**config.mk**
```make
export PLATFORM = sky130hd
export DESIGN_NAME = mmsd_top
export DESIGN_NICKNAME = d
export VERILOG_FILES = /design/src/verilog/mmsd_pkg.sv /design/src/verilog/mmsd_top.sv /design/src/verilog/mmsd_ram.sv
export SDC_FILE = /design/constraint.sdc
export NUM_CORES = 2
export LEC_CHECK = 0
export ABC_AREA = 1
export BUFFER_PORTS_ARGS = -buffer_cell sky130_fd_sc_hd__clkbuf_2
export CAP_MARGIN = 15
export CORE_MARGIN = 4
export CORE_UTILIZATION = 45
export DETAILED_ROUTE_END_ITERATION = 16
export SLEW_MARGIN = 20
export SYNTH_ARGS = -nofsm -noshare
export SYNTH_HDL_FRONTEND = slang
export SYNTH_SLANG_ARGS = --single-unit
```
**constraint.sdc**
```tcl
create_clock -name i_clk_sys -period 12.9 [get_ports i_clk_sys]
set_input_delay 1.935 -clock i_clk_sys [delete_from_list [all_inputs] [get_ports i_clk_sys]]
set_output_delay 1.935 -clock i_clk_sys [all_outputs]
set_load 0.01 [all_outputs]
```
**src/verilog/mmsd_pkg.sv**
```systemverilog
// Package: memory map constants for program and data space decode
// Functional notes
// - Program memory holds 8192 bytes, addressed by a 15-bit program counter.
// - Every interrupt loads the program counter with vector 00FF.
// - Erased program memory locations read back as 00.
// - After reset the program counter is 0, first fetch from location 0.
// - Return with stack pointer at 6F continues execution at 7FFF.
// - Fetch from 7FFF returns 00, the software trap opcode.
// - Flash is organised as erasable pages of 64 bytes.
// - Data addresses 0F0 to 0FF are sixteen RAM register bytes. Only 0F0-0FB are in RAM here; 0FC-0FF are held in registers.
// - 0FC, 0FD, 0FE, 0FF are alt pointer, stack pointer, primary pointer, segment.
// - Any bit of any data location can be set, cleared and tested.
// - Address bit 7 set: address used unextended, segment ignored.
// - Address bit 7 clear: segment register forms the upper address byte.
// - Stack accesses decode in segment 0 and leave the segment unchanged.
// - Reset loads the stack pointer with 006F.
// - Segment 0 holds 112 RAM bytes at 0000-006F, none at 0070-007F.
// - Other 128 RAM bytes sit at 0100-017F, segment 1.
// - RAM is not initialised; contents unknown until written.
// - Stack pointer decrements on push, points to next free location.
package mmsd_pkg;
  localparam int PROG_BYTES = 8192;
  localparam int PC_W = 15;
  localparam int PAGE_BYTES = 64;
  localparam logic [14:0] PC_RESET = 15'h0000;
  localparam logic [14:0] IRQ_VECTOR = 15'h00ff;
  localparam logic [14:0] TRAP_ADDR = 15'h7fff;
  localparam logic [7:0] ERASED_BYTE = 8'h00;
  localparam logic [7:0] TRAP_OPCODE = 8'h00;
  localparam logic [7:0] SP_RESET = 8'h6f;
  localparam logic [7:0] SEG_RESET = 8'h00;
  localparam logic [7:0] PTR_RESET = 8'h00;
  localparam logic [7:0] ADDR_ALT_PTR = 8'hfc;
  localparam logic [7:0] ADDR_SP = 8'hfd;
  localparam logic [7:0] ADDR_PRI_PTR = 8'hfe;
  localparam logic [7:0] ADDR_SEG = 8'hff;
  localparam logic [7:0] REG_BASE = 8'hf0;
  localparam logic [7:0] LOW_RAM_TOP = 8'h6f;
  localparam int RAM_WORDS = 256;
  localparam int RAM_AW = 8;
  // Operation codes for the data port
  localparam logic [2:0] OP_READ = 3'h0;
  localparam logic [2:0] OP_WRITE = 3'h1;
  localparam logic [2:0] OP_BSET = 3'h2;
  localparam logic [2:0] OP_BCLR = 3'h3;
  localparam logic [2:0] OP_DSZ = 3'h4;
  localparam logic [2:0] OP_PUSH = 3'h5;
  localparam logic [2:0] OP_POP = 3'h6;
  // Program counter commands
  localparam logic [2:0] PCC_HOLD = 3'h0;
  localparam logic [2:0] PCC_INC = 3'h1;
  localparam logic [2:0] PCC_LOAD = 3'h2;
  localparam logic [2:0] PCC_IRQ = 3'h3;
  localparam logic [2:0] PCC_RET = 3'h4;
endpackage : mmsd_pkg

```
**src/verilog/mmsd_top.sv**
```systemverilog
// Memory map decode: program counter, fetch space, data RAM and pointers
`timescale 1ns/10ps
module mmsd_top #(
  parameter int PROG_DEPTH = mmsd_pkg::PROG_BYTES
) (
  input wire logic i_clk_sys,
  input wire logic i_srst,
  input wire logic [2:0] i_pc_cmd,
  input wire logic [14:0] i_pc_load,
  input wire logic [14:0] i_ret_addr,
  input wire logic i_fetch,
  input wire logic [7:0] i_flash_data,
  input wire logic i_flash_we,
  input wire logic [12:0] i_flash_waddr,
  input wire logic [7:0] i_flash_wdata,
  input wire logic i_page_erase,
  input wire logic i_dreq,
  input wire logic [2:0] i_dop,
  input wire logic [7:0] i_daddr,
  input wire logic [7:0] i_dwdata,
  input wire logic [2:0] i_dbit,
  output logic [14:0] o_pc,
  output logic [7:0] o_fetch_data,
  output logic o_fetch_valid,
  output logic [7:0] o_drdata,
  output logic o_dvalid,
  output logic o_bit_zero,
  output logic o_skip,
  output logic [15:0] o_ext_addr,
  output logic [7:0] o_stack_ptr,
  output logic [7:0] o_seg,
  output logic [7:0] o_alt_ptr,
  output logic [7:0] o_pri_ptr
);
  // Flash array width from parameter
  localparam int FAW = $clog2(PROG_DEPTH);

  typedef struct packed {
    logic [14:0] pc;
    logic [7:0] fdata;
    logic fvalid;
    logic [7:0] rdata;
    logic dvalid;
    logic bzero;
    logic skip;
    logic [15:0] ext;
    logic [7:0] sp;
    logic [7:0] seg;
    logic [7:0] alt;
    logic [7:0] pri;
  } mmsd_state_type;

  mmsd_state_type st_reg;
  mmsd_state_type st_next;

  // Program store with erase; erased bytes read zero
  logic [7:0] flash [0:PROG_DEPTH-1];
  logic [FAW-1:0] page_base;
  assign page_base = {i_flash_waddr[FAW-1:6], 6'h00};

  // Flash update: one byte write, or a whole 64-byte page erased
  always_ff @(posedge i_clk_sys) begin
    if (i_page_erase) begin
      for (int k = 0; k < mmsd_pkg::PAGE_BYTES; k++) begin
        flash[page_base + FAW'(k)] <= mmsd_pkg::ERASED_BYTE;
      end
    end else if (i_flash_we) begin
      flash[i_flash_waddr[FAW-1:0]] <= i_flash_wdata;
    end
  end

  // Decode of data address to physical RAM index
  logic [15:0] full_addr;
  logic is_stack;
  logic hit_ram;
  logic [7:0] ram_idx;
  logic is_reg;
  logic [7:0] ram_rdata;
  logic [7:0] cur;
  logic [7:0] wval;
  logic ram_we;
  logic [7:0] acc_addr;

  always_comb begin
    is_stack = (i_dop == mmsd_pkg::OP_PUSH) || (i_dop == mmsd_pkg::OP_POP);
    // Pop reads the location above the free slot
    if (i_dop == mmsd_pkg::OP_POP) begin
      acc_addr = st_reg.sp + 8'h01;
    end else if (i_dop == mmsd_pkg::OP_PUSH) begin
      acc_addr = st_reg.sp;
    end else begin
      acc_addr = i_daddr;
    end
    if (acc_addr[7] || is_stack) begin
      full_addr = {8'h00, acc_addr};
    end else begin
      full_addr = {st_reg.seg, acc_addr};
    end
    is_reg = (full_addr[15:8] == 8'h00) && full_addr[7];
    // Pointer bytes at 0FC-0FF live in registers, not RAM
    hit_ram = 1'b0;
    ram_idx = 8'h00;
    if (full_addr[15:8] == 8'h00 && !full_addr[7]) begin
      hit_ram = (full_addr[6:0] <= mmsd_pkg::LOW_RAM_TOP[6:0]);
      ram_idx = {1'b0, full_addr[6:0]};
    end else if (full_addr[15:8] == 8'h01) begin
      hit_ram = 1'b1;
      ram_idx = {1'b1, full_addr[6:0]};
    end else if (is_reg && full_addr[7:4] == mmsd_pkg::REG_BASE[7:4]) begin
      hit_ram = (full_addr[3:2] != 2'b11);
      ram_idx = {4'h7, full_addr[3:0]};
    end
    // Segment above 1 falls through: no hit, write dropped
  end

  mmsd_ram #(
    .AW(mmsd_pkg::RAM_AW)
  ) u_ram (
    .i_clk_sys(i_clk_sys),
    .i_we(ram_we),
    .i_waddr(ram_idx),
    .i_wdata(wval),
    .i_raddr(ram_idx),
    .o_rdata(ram_rdata)
  );

  // Current value of the addressed location, pointer or RAM
  always_comb begin
    if (is_reg && full_addr[7:0] == mmsd_pkg::ADDR_ALT_PTR) begin
      cur = st_reg.alt;
    end else if (is_reg && full_addr[7:0] == mmsd_pkg::ADDR_SP) begin
      cur = st_reg.sp;
    end else if (is_reg && full_addr[7:0] == mmsd_pkg::ADDR_PRI_PTR) begin
      cur = st_reg.pri;
    end else if (is_reg && full_addr[7:0] == mmsd_pkg::ADDR_SEG) begin
      cur = st_reg.seg;
    end else if (hit_ram) begin
      cur = ram_rdata;
    end else begin
      cur = 8'h00; // Unmapped locations read zero here
    end
  end

  // Value to be stored by the operation
  always_comb begin
    case (i_dop)
      mmsd_pkg::OP_WRITE: wval = i_dwdata;
      mmsd_pkg::OP_PUSH: wval = i_dwdata;
      mmsd_pkg::OP_BSET: wval = cur | (8'h01 << i_dbit);
      mmsd_pkg::OP_BCLR: wval = cur & ~(8'h01 << i_dbit);
      mmsd_pkg::OP_DSZ: wval = cur - 8'h01;
      default: wval = cur;
    endcase
  end

  // Writes reach RAM only when the decode hits real storage
  assign ram_we = i_dreq && hit_ram && (i_dop != mmsd_pkg::OP_READ)
    && (i_dop != mmsd_pkg::OP_POP);

  // Next-state logic
  always_comb begin
    st_next = st_reg;
    st_next.fvalid = 1'b0;
    st_next.dvalid = 1'b0;
    st_next.skip = 1'b0;
    // Program counter
    case (i_pc_cmd)
      mmsd_pkg::PCC_INC: st_next.pc = st_reg.pc + 15'h0001;
      mmsd_pkg::PCC_LOAD: st_next.pc = i_pc_load;
      mmsd_pkg::PCC_IRQ: st_next.pc = mmsd_pkg::IRQ_VECTOR;
      mmsd_pkg::PCC_RET: begin
        // Empty stack pops into the trap location
        if (st_reg.sp == mmsd_pkg::SP_RESET) begin
          st_next.pc = mmsd_pkg::TRAP_ADDR;
        end else begin
          st_next.pc = i_ret_addr;
        end
      end
      default: st_next.pc = st_reg.pc;
    endcase
    // Fetch; beyond the array and at 7FFF reads the trap opcode
    if (i_fetch) begin
      st_next.fvalid = 1'b1;
      if (st_reg.pc == mmsd_pkg::TRAP_ADDR) begin
        st_next.fdata = mmsd_pkg::TRAP_OPCODE;
      end else if (32'(st_reg.pc) < PROG_DEPTH) begin
        st_next.fdata = i_flash_data;
      end else begin
        st_next.fdata = mmsd_pkg::ERASED_BYTE;
      end
    end
    // Data access
    if (i_dreq) begin
      st_next.dvalid = 1'b1;
      st_next.rdata = cur;
      st_next.bzero = ~cur[i_dbit];
      st_next.ext = full_addr;
      if (i_dop == mmsd_pkg::OP_DSZ) begin
        st_next.skip = (wval == 8'h00);
      end
      if (i_dop == mmsd_pkg::OP_PUSH) begin
        st_next.sp = st_reg.sp - 8'h01;
      end else if (i_dop == mmsd_pkg::OP_POP) begin
        st_next.sp = st_reg.sp + 8'h01;
      end else if (i_dop != mmsd_pkg::OP_READ && is_reg) begin
        case (full_addr[7:0])
          mmsd_pkg::ADDR_ALT_PTR: st_next.alt = wval;
          mmsd_pkg::ADDR_SP: st_next.sp = wval;
          mmsd_pkg::ADDR_PRI_PTR: st_next.pri = wval;
          mmsd_pkg::ADDR_SEG: st_next.seg = wval;
          default: st_next.seg = st_reg.seg;
        endcase
      end
    end
  end

  // State register, synchronous reset
  always_ff @(posedge i_clk_sys) begin
    if (i_srst) begin
      st_reg <= '0;
      st_reg.pc <= mmsd_pkg::PC_RESET;
      st_reg.sp <= mmsd_pkg::SP_RESET;
      st_reg.seg <= mmsd_pkg::SEG_RESET;
      st_reg.alt <= mmsd_pkg::PTR_RESET;
      st_reg.pri <= mmsd_pkg::PTR_RESET;
    end else begin
      st_reg <= st_next;
    end
  end

  assign o_pc = st_reg.pc;
  assign o_fetch_data = st_reg.fdata;
  assign o_fetch_valid = st_reg.fvalid;
  assign o_drdata = st_reg.rdata;
  assign o_dvalid = st_reg.dvalid;
  assign o_bit_zero = st_reg.bzero;
  assign o_skip = st_reg.skip;
  assign o_ext_addr = st_reg.ext;
  assign o_stack_ptr = st_reg.sp;
  assign o_seg = st_reg.seg;
  assign o_alt_ptr = st_reg.alt;
  assign o_pri_ptr = st_reg.pri;

  // Checks on program counter, stack, decode and the flash store
  AST_IRQ_VECTOR: assert property (
    @(posedge i_clk_sys) disable iff (i_srst)
    i_pc_cmd == mmsd_pkg::PCC_IRQ
    |=> o_pc == 15'h00ff)
    else $error("irq vector not loaded");

  AST_PC_RESET: assert property (
    @(posedge i_clk_sys)
    i_srst
    |=> o_pc == 15'h0000)
    else $error("pc not cleared by reset");

  AST_RET_TRAP: assert property (
    @(posedge i_clk_sys) disable iff (i_srst)
    i_pc_cmd == mmsd_pkg::PCC_RET && o_stack_ptr == 8'h6f
    |=> o_pc == 15'h7fff)
    else $error("empty return not trapped");

  AST_TRAP_FETCH: assert property (
    @(posedge i_clk_sys) disable iff (i_srst)
    i_fetch && o_pc == 15'h7fff
    |=> o_fetch_valid && o_fetch_data == 8'h00)
    else $error("trap opcode not returned");

  AST_SP_RESET: assert property (
    @(posedge i_clk_sys)
    i_srst
    |=> o_stack_ptr == 8'h6f && o_seg == 8'h00)
    else $error("stack pointer reset wrong");

  AST_STACK_SEG0: assert property (
    @(posedge i_clk_sys) disable iff (i_srst)
    i_dreq && i_dop == mmsd_pkg::OP_PUSH
    |=> o_ext_addr[15:8] == 8'h00 && $stable(o_seg))
    else $error("stack access left segment 0");

  AST_PUSH_DEC: assert property (
    @(posedge i_clk_sys) disable iff (i_srst)
    i_dreq && i_dop == mmsd_pkg::OP_PUSH
    |=> o_stack_ptr == $past(o_stack_ptr) - 8'h01)
    else $error("push did not decrement");

  AST_POP_INC: assert property (
    @(posedge i_clk_sys) disable iff (i_srst)
    i_dreq && i_dop == mmsd_pkg::OP_POP
    |=> o_stack_ptr == $past(o_stack_ptr) + 8'h01)
    else $error("pop did not increment");

  AST_UPPER_UNEXT: assert property (
    @(posedge i_clk_sys) disable iff (i_srst)
    i_dreq && i_daddr[7] && i_dop == mmsd_pkg::OP_READ
    |=> o_ext_addr == {8'h00, $past(i_daddr)})
    else $error("upper half address extended");

  AST_LOWER_EXT: assert property (
    @(posedge i_clk_sys) disable iff (i_srst)
    i_dreq && !i_daddr[7] && i_dop == mmsd_pkg::OP_READ
    |=> o_ext_addr == {$past(o_seg), $past(i_daddr)})
    else $error("lower half not extended by segment");

  AST_SEG_WRITE: assert property (
    @(posedge i_clk_sys) disable iff (i_srst)
    i_dreq && i_dop == mmsd_pkg::OP_WRITE && i_daddr == 8'hff
    |=> o_seg == $past(i_dwdata))
    else $error("segment register write lost");

  // Holes in the map must never reach the array
  AST_LOW_GAP: assert property (
    @(posedge i_clk_sys) disable iff (i_srst)
    i_dreq && i_dop == mmsd_pkg::OP_WRITE && o_seg == 8'h00
    && i_daddr[7:4] == 4'h7 |-> !ram_we)
    else $error("write reached ram in segment 0 gap");

  AST_SEG1_RAM: assert property (
    @(posedge i_clk_sys) disable iff (i_srst)
    i_dreq && !i_daddr[7] && o_seg == 8'h01
    |-> hit_ram)
    else $error("segment 1 access missed ram");

  AST_HIGH_SEG_DROP: assert property (
    @(posedge i_clk_sys) disable iff (i_srst)
    i_dreq && i_dop == mmsd_pkg::OP_WRITE && !i_daddr[7] && o_seg > 8'h01
    |-> !ram_we)
    else $error("write beyond segment 1 reached ram");

  AST_DSZ_SKIP: assert property (
    @(posedge i_clk_sys) disable iff (i_srst)
    i_dreq && i_dop == mmsd_pkg::OP_DSZ
    |=> o_skip == (o_drdata == 8'h01))
    else $error("decrement skip flag wrong");

  AST_BIT_TEST: assert property (
    @(posedge i_clk_sys) disable iff (i_srst)
    i_dreq && i_dop == mmsd_pkg::OP_BSET
    |=> o_bit_zero == !o_drdata[$past(i_dbit)])
    else $error("tested bit flag wrong");

  AST_PAGE_ERASE: assert property (
    @(posedge i_clk_sys) disable iff (i_srst)
    i_page_erase
    |=> flash[$past(page_base)] == 8'h00)
    else $error("page base byte not erased");

  AST_FLASH_WRITE: assert property (
    @(posedge i_clk_sys) disable iff (i_srst)
    i_flash_we && !i_page_erase
    |=> flash[$past(i_flash_waddr[FAW-1:0])] == $past(i_flash_wdata))
    else $error("flash byte write lost");
endmodule : mmsd_top

```
**src/verilog/mmsd_ram.sv**
```systemverilog
// Data RAM array, one read port, one write port
`timescale 1ns/10ps
module mmsd_ram #(
  parameter int AW = 8
) (
  input wire logic i_clk_sys,
  input wire logic i_we,
  input wire logic [AW-1:0] i_waddr,
  input wire logic [7:0] i_wdata,
  input wire logic [AW-1:0] i_raddr,
  output logic [7:0] o_rdata
);
  // No reset on the array: contents stay unknown until written
  logic [7:0] mem [0:(1<<AW)-1];

  // Write port
  always_ff @(posedge i_clk_sys) begin
    if (i_we) begin
      mem[i_waddr] <= i_wdata;
    end
  end

  // Asynchronous read, registered by the caller
  assign o_rdata = mem[i_raddr];
endmodule : mmsd_ram

```
* Yosys cells after proc, flatten, opt, wreduce, memory -nomap -nowiden
Memory sizes are Yosys's and may differ from the RTL's.
Index checks and enable logic that the tools add are counted.
** Storage, ports and cells
- Output and inout port bits :: 83
- Logic and storage cells :: 110
- Bits in writable memories :: 2048
- Memories kept :: 1
- Register bits :: 83
** Cells by class
- Muxes and demuxes :: 35
- Reduce and logical (&&, ||, !) cells :: 26
- Shift-type cells :: 1
- Bitwise operators :: 8
- Order comparisons :: 3
- Add/subtract/negate cells :: 4
- Eq/ne operators :: 20
** Memories
- u_ram.mem :: depth 256, width 8, rd ports 1, clocked after Yosys merged registers in 0, write ports 1, RTL line mmsd_ram.sv:14 : logic [7:0] mem [0:(1<<AW)-1];
** Operators with widths (count)
- $mux 8 :: 17
- $pmux 15 s4 :: 1
- $mux 51 :: 1
- $mux 24 :: 2
- $eq 8x8->1 const B :: 4
- $mux 32 :: 1
- $pmux 8 s4 :: 1
- $logic_not 8->1 :: 2
- $mux 16 :: 1
- $sub 8x1->8 const B :: 2
- $add 15x1->15 const B :: 1
- $eq 15x15->1 const B :: 1
- $lt 15x14->1 const B :: 1
- $mux 15 :: 1
- $reduce_and 5->1 :: 3
- $eq 3x2->1 const B :: 4
- $eq 3x3->1 const B :: 4
- $logic_and 1x1->1 :: 11
- $reduce_bool 3->1 :: 3
- $add 8x1->8 const B :: 1
- $and 8x8->8 :: 1
- $eq 8x1->1 const B :: 1
- $eq 8x7->1 const B :: 1
- $mux 1 :: 8
- 18 further kinds :: 24

* Depth between registers and ports, before layout
An unclocked memory read counts as a cell.
- Depth after elaboration :: 24
- Gate-level depth with buffers :: 42
- Depth with buffers taken out :: 40

* Cells and area by module
A second synthesis with hierarchy kept.
** Second synthesis, totals
- Cell total of the unflattened synthesis :: 7835
- Area, all modules :: 88685.1 µm²
** By module, submodules not included
- mmsd_ram :: cells each 6995, seq. area each 61499.0 µm², area each 83236.1 µm², times used 1
- mmsd_top :: cells each 840, seq. area each 1661.6 µm², area each 5449.0 µm², times used 1

* Least setup slack after synthesis
OpenSTA, ideal clock, no wires.
- Path type :: input to register
- Start point :: in i_dop[1]
- End point :: mem u_ram.mem[0][1] (data pin)
- Data arrival time :: 11.826 ns
- Stages :: 34
- Slack :: -0.482 ns
- Library setup time :: 1.557 ns
- Data required time :: 11.343 ns
- Cell sequence :: inv_2 -> nand2_2 -> inv_2 -> nand2_2 -> nand2_1 -> nand3_2 -> nand2_2 -> nor2_4 -> o41ai_2 -> nand3_1 -> nand3_4 -> nand2_4 -> inv_2 -> buf_6 -> clkbuf_1 -> o21ai_0 -> nor2_1 -> nor2_1 -> nor2_1 -> nand2_1 -> nand2_1 -> nand2_1 -> nor2_1 -> nor2_1 -> nor2_1 -> nand2_1 -> nand2_1 -> nand2_1 -> nand3_2 -> inv_2 -> ha_1 -> o21ai_0 -> or2_2 -> a21boi_1
** On the way
- Cells in the longest elaborated chain, start to end :: 19
- Elaborated cells between the ends (all ways) :: 45
** Ends and longest elaborated chain
- start, declared :: RTL line mmsd_top.sv:18 : input wire logic [2:0] i_dop,
- $eq 3x3->1 :: RTL line mmsd_top.sv:85, mmsd_top.sv:89, mmsd_top.sv:146
- $mux 8 :: RTL line mmsd_top.sv:89 : end else if (i_dop == mmsd_pkg::OP_PUSH) begin
- $mux 8 :: RTL line mmsd_top.sv:87 : if (i_dop == mmsd_pkg::OP_POP) begin
- $logic_or 1x1->1 :: RTL line mmsd_top.sv:94 : if (acc_addr[7] || is_stack) begin
- $mux 16 :: RTL line mmsd_top.sv:94
- $logic_not 8->1 :: RTL line mmsd_top.sv:99, mmsd_top.sv:103
- $logic_and 1x1->1 :: RTL line mmsd_top.sv:99 : is_reg = (full_addr[15:8] == 8'h00) && full_addr[7];
- $logic_and 1x1->1 :: RTL line mmsd_top.sv:109 : end else if (is_reg && full_addr[7:4] == mmsd_pkg::REG_BASE[7:4]) begin
- (+4 left out)
- $mux 8 :: RTL line mmsd_top.sv:137 : end else if (hit_ram) begin
- $mux 8 :: RTL line mmsd_top.sv:135 : end else if (is_reg && full_addr[7:0] == mmsd_pkg::ADDR_SEG) begin
- $mux 8 :: RTL line mmsd_top.sv:133 : end else if (is_reg && full_addr[7:0] == mmsd_pkg::ADDR_PRI_PTR) begin
- $mux 8 :: RTL line mmsd_top.sv:131 : end else if (is_reg && full_addr[7:0] == mmsd_pkg::ADDR_SP) begin
- $mux 8 :: RTL line mmsd_top.sv:129 : if (is_reg && full_addr[7:0] == mmsd_pkg::ADDR_ALT_PTR) begin
- $sub 8x1->8, or another cell as far along :: RTL line mmsd_top.sv:151 : mmsd_pkg::OP_DSZ: wval = cur - 8'h01;
- $pmux 8 s4 * :: RTL line mmsd_top.sv:146 : case (i_dop)
- named net u_ram.i_wdata[1] :: RTL line mmsd_ram.sv:9 : input wire logic [7:0] i_wdata,
- end, declared :: RTL line mmsd_ram.sv:14
Mark *: on every way through the listed nets, which the timed path passes. The rest lies on a longest branch.

* Final worst setup path
- Start point :: in i_dop[1]
- End point :: mem u_ram.mem[125][7] (data pin)
Same word-level chain as after synthesis.

==> run_results.csv <==
group,metric,value,unit
yosys,synth_top_area_share,69.0,%
yosys,syn_warnings,0,
clocking,post_cts.repair.setup_buffers,0,
yosys,syn_avg_cell_area,11.8,um2
setup_path,worstPathRequired,13480,ps
sta,grt_setup_unrepaired,"no",
pwr,power_density,161,nW/um2
die,die_boundary_width,453,um
drt,post-route-drc-count,0,
clocking,htree_num_levels,4,
yosys,postSynth.asyncResetShare,0,%
die,initial_core_util,45.2,%
yosys,synth_enable_flop_cells,2048,
drt,drtPass1Iterations,8,
pwr,power.static_leakage,35.2,nW
setup_path,critical_path_class,"input pin to flop",
drt,route.vias.total,58500,
yosys,synth.most_common_cell,"sky130_fd_sc_hd__edfxtp_1",
setup_path,ff2ff_setup_slack,3950,ps
job,drv_cap,0,
layout,final_cell_area,99400,um2
layout,drive_above_1_share,8.24,%
place,numPortBuffers,149,
place,placement.cell_area,92600,um2
global_route,gr-usage-all-layers,24.3,%
setup_path,cp_buf_inv_count,9,
sta,setup_slack,3120,ps
pwr,fin_total_pwr,16.0,mW
layout,finalNonFillerCells,10500,
setup_path,worst-path-max-fanout,142,
sta,worst_slew_pin_slew,1170,ps
sta,timing.fmax,102,MHz
sta,final.period_utilization,75.8,%
sta,finalCriticalPeriod,9780,ps
clocking,cts_root_buf,"sky130_fd_sc_hd__clkbuf_16",
hold_path,timing.hold.worst.class,"flop to flop",
setup_path,worstSetupStartpointType,"input pin",
yosys,synth_cell_type_count,53,
setup_path,worstReg2RegStart,"o_stack_ptr[2]$_SDFFE_PP1P_",
layout,final_nets,7739,
global_route,grt_start_max_net_pins,178,
sta,final.setup.tns,0,ps
place,gp_routability_congestion,0.886,
pwr,peakVddDrop,0.000152,V
yosys,post_synth_most_frequent_cells,"2048 x sky130_fd_sc_hd__edfxtp_1, 1425 x sky130_fd_sc_hd__nor2_1, 1073 x sky130_fd_sc_hd__nand2_1, 763 x sky130_fd_sc_hd__nand3b_1, 558 x sky130_fd_sc_hd__o21ai_0",
sta,hold_violations,0,
drt,vias_per_cell,5.59,
sta,slew-limit-headroom,21.9,%
die,core_area,197000,um2
die,ios,173,
sta,setup_viol,0,
sta,final-max-slew-violation-count,0,
die,fp.dieH,453,um
setup_path,timing.critical_path.from,"i_dop[1]",
yosys,synthesis.area,89200,um2
setup_path,slowest_delay,840,ps
place,detailedPlacementHpwl,143000,um
setup_path,cp_slowest_cell,"sky130_fd_sc_hd__inv_8",
hold_path,worst_hold_startpoint,"o_fetch_data[7]$_SDFFE_PP0P_",
die,core.rowCount,163,
clocking,clock_tree.buffer_depth,3,
clocking,clkTransAtPathRegs,60,ps
status,run_status,"complete, no violations",
yosys,ys_dominant_reg_cell,"sky130_fd_sc_hd__edfxtp_1",
global_route,grt-ovfl-total,0,
clocking,worstSkewPairLatency,870,ps
setup_path,timing.critical_path.to_type,"flop",
place,dpl.cell_count,10100,
setup_path,worst-endpoint-arrival,10360,ps
global_route,grt_first_pass_wirelength,371000,um
clocking,hold_buffers_post_cts,0,
sta,worst_clock_skew,47.5,ps
clocking,clock_sink_count,2131,
global_route,first_global_vias,55400,
yosys,netlist_instances,7571,
place,preCtsSetupSlack,2490,ps
yosys,synth.ff_latch_count,2131,
drt,drt_wl_total,255000,um
clocking,tritoncts.num_buffers,216,
global_route,number_of_antenna_violations_at_the_first_check_in_global_routing,7,
drt,drt_iter0_drc,6576,
setup_path,crit_family,"simple AND/OR/NAND/NOR gates",
clocking,cts_resized,0,
layout,syn2layout_area_growth,11.4,%
clocking,cts_tree,"built",
yosys,synth.area.top_cells,"sky130_fd_sc_hd__edfxtp_1 69%, sky130_fd_sc_hd__nand3b_1 6.4%, sky130_fd_sc_hd__nor2_1 6.0%",
drt,wl_per_cell,24.4,um
yosys,register_area_share_after_synthesis,70.8,%
drt,drt.antenna.violating_nets,0,
die,die_area,205000,um2
yosys,synth.largest_area_cell,"sky130_fd_sc_hd__edfxtp_1",
## metal layers
metal  wire, um  share of wire [%]  GRT usage [%]  up-vias
met5         26              0.010              0        -
met4       9260                3.6           8.91        4
met3      20600                8.1           4.05      475
met2     119000                 47           38.7     2453
met1     106000                 41           33.6    28900
li1           -                  -              -    26700
## layout by cell type (no fill, tap or decap), drive strengths merged, types with 99 or more instances in the layout
| master | count |
|---|---|
| o22ai | 223 |
| o21ai | 709 |
| nand3b | 764 |
| buf | 108 |
| inv | 479 |
| nand2 | 1091 |
| nand3 | 99 |
| clkbuf | 416 |
| edfxtp | 2048 |
| clkinv | 111 |
| nor2 | 1440 |
## final cells by class
type / count / area [um2]
fillers: 17000 / 97900
clock buffers: 267 / 5620
repair buffers: 257 / 1820
flip-flops and latches: 2131 / 63200
clock inverters: 130 / 1160
diodes: 6 / 15.0
multi-input cells: 4559 / 22400
inverters: 480 / 1850
well taps: 2640 / 3300
## worst reg2reg max path: cells and delay by family (launching register included)
family	cells	cell delay, ps
buffers and inverters	5	2990
AO/OA/AOI/OAI	3	930
AND/OR/NAND/NOR	20	4190
flip-flops	1	580
## through the flow
step / hold slack (ps) / util [%]
5_1_grt: 491 / 50.4
6_report: 475 / 50.4
4_1_cts: 475 / 50.4
3_5_place_dp: 464 / 46.9
2_1_floorplan: 495 / -
3_3_place_gp: 460 / 46.9
## final timing paths
path                                                      to  cells after the start
worst min register to register  o_fetch_data[7]$_SDFFE_PP0P_                      2
worst min-delay path            o_fetch_data[7]$_SDFFE_PP0P_                      2
worst max register to register   u_ram.mem[125][7]$_DFFE_PP_                     28
worst max-delay path             u_ram.mem[125][7]$_DFFE_PP_                     31
## flip-flops by register name (all words and copies together), names as in the netlist, 8 cells and up
| signal | count |
|---|---|
| u_ram.mem | 2048 |
| o_ext_addr | 16 |
| o_pc | 15 |
| o_alt_ptr | 8 |
| o_drdata | 8 |
| o_fetch_data | 8 |
| o_pri_ptr | 8 |
| o_seg | 8 |
| o_stack_ptr | 8 |
## cells by family after synthesis
group | count (synthesis) | synth area share [%]
simple gates | 3458 | 18.3
other cells | 1 | 0.00420
compound gates | 1056 | 6.42
fa+ha+maj | 4 | 0.0561
buf+inv | 912 | 4.34
xor+xnor | 9 | 0.0884
flops | 2131 | 70.8
## report_power, final
part | internal, mW | switching, mW | total (mW)
clock network | 3.36 | 2.67 | 6.03
registers | 8.00 | 0.0179 | 8.02
logic | 0.372 | 1.59 | 1.96
total | 11.7 | 4.28 | 16.0
Power figures use the tool's default switching activity.
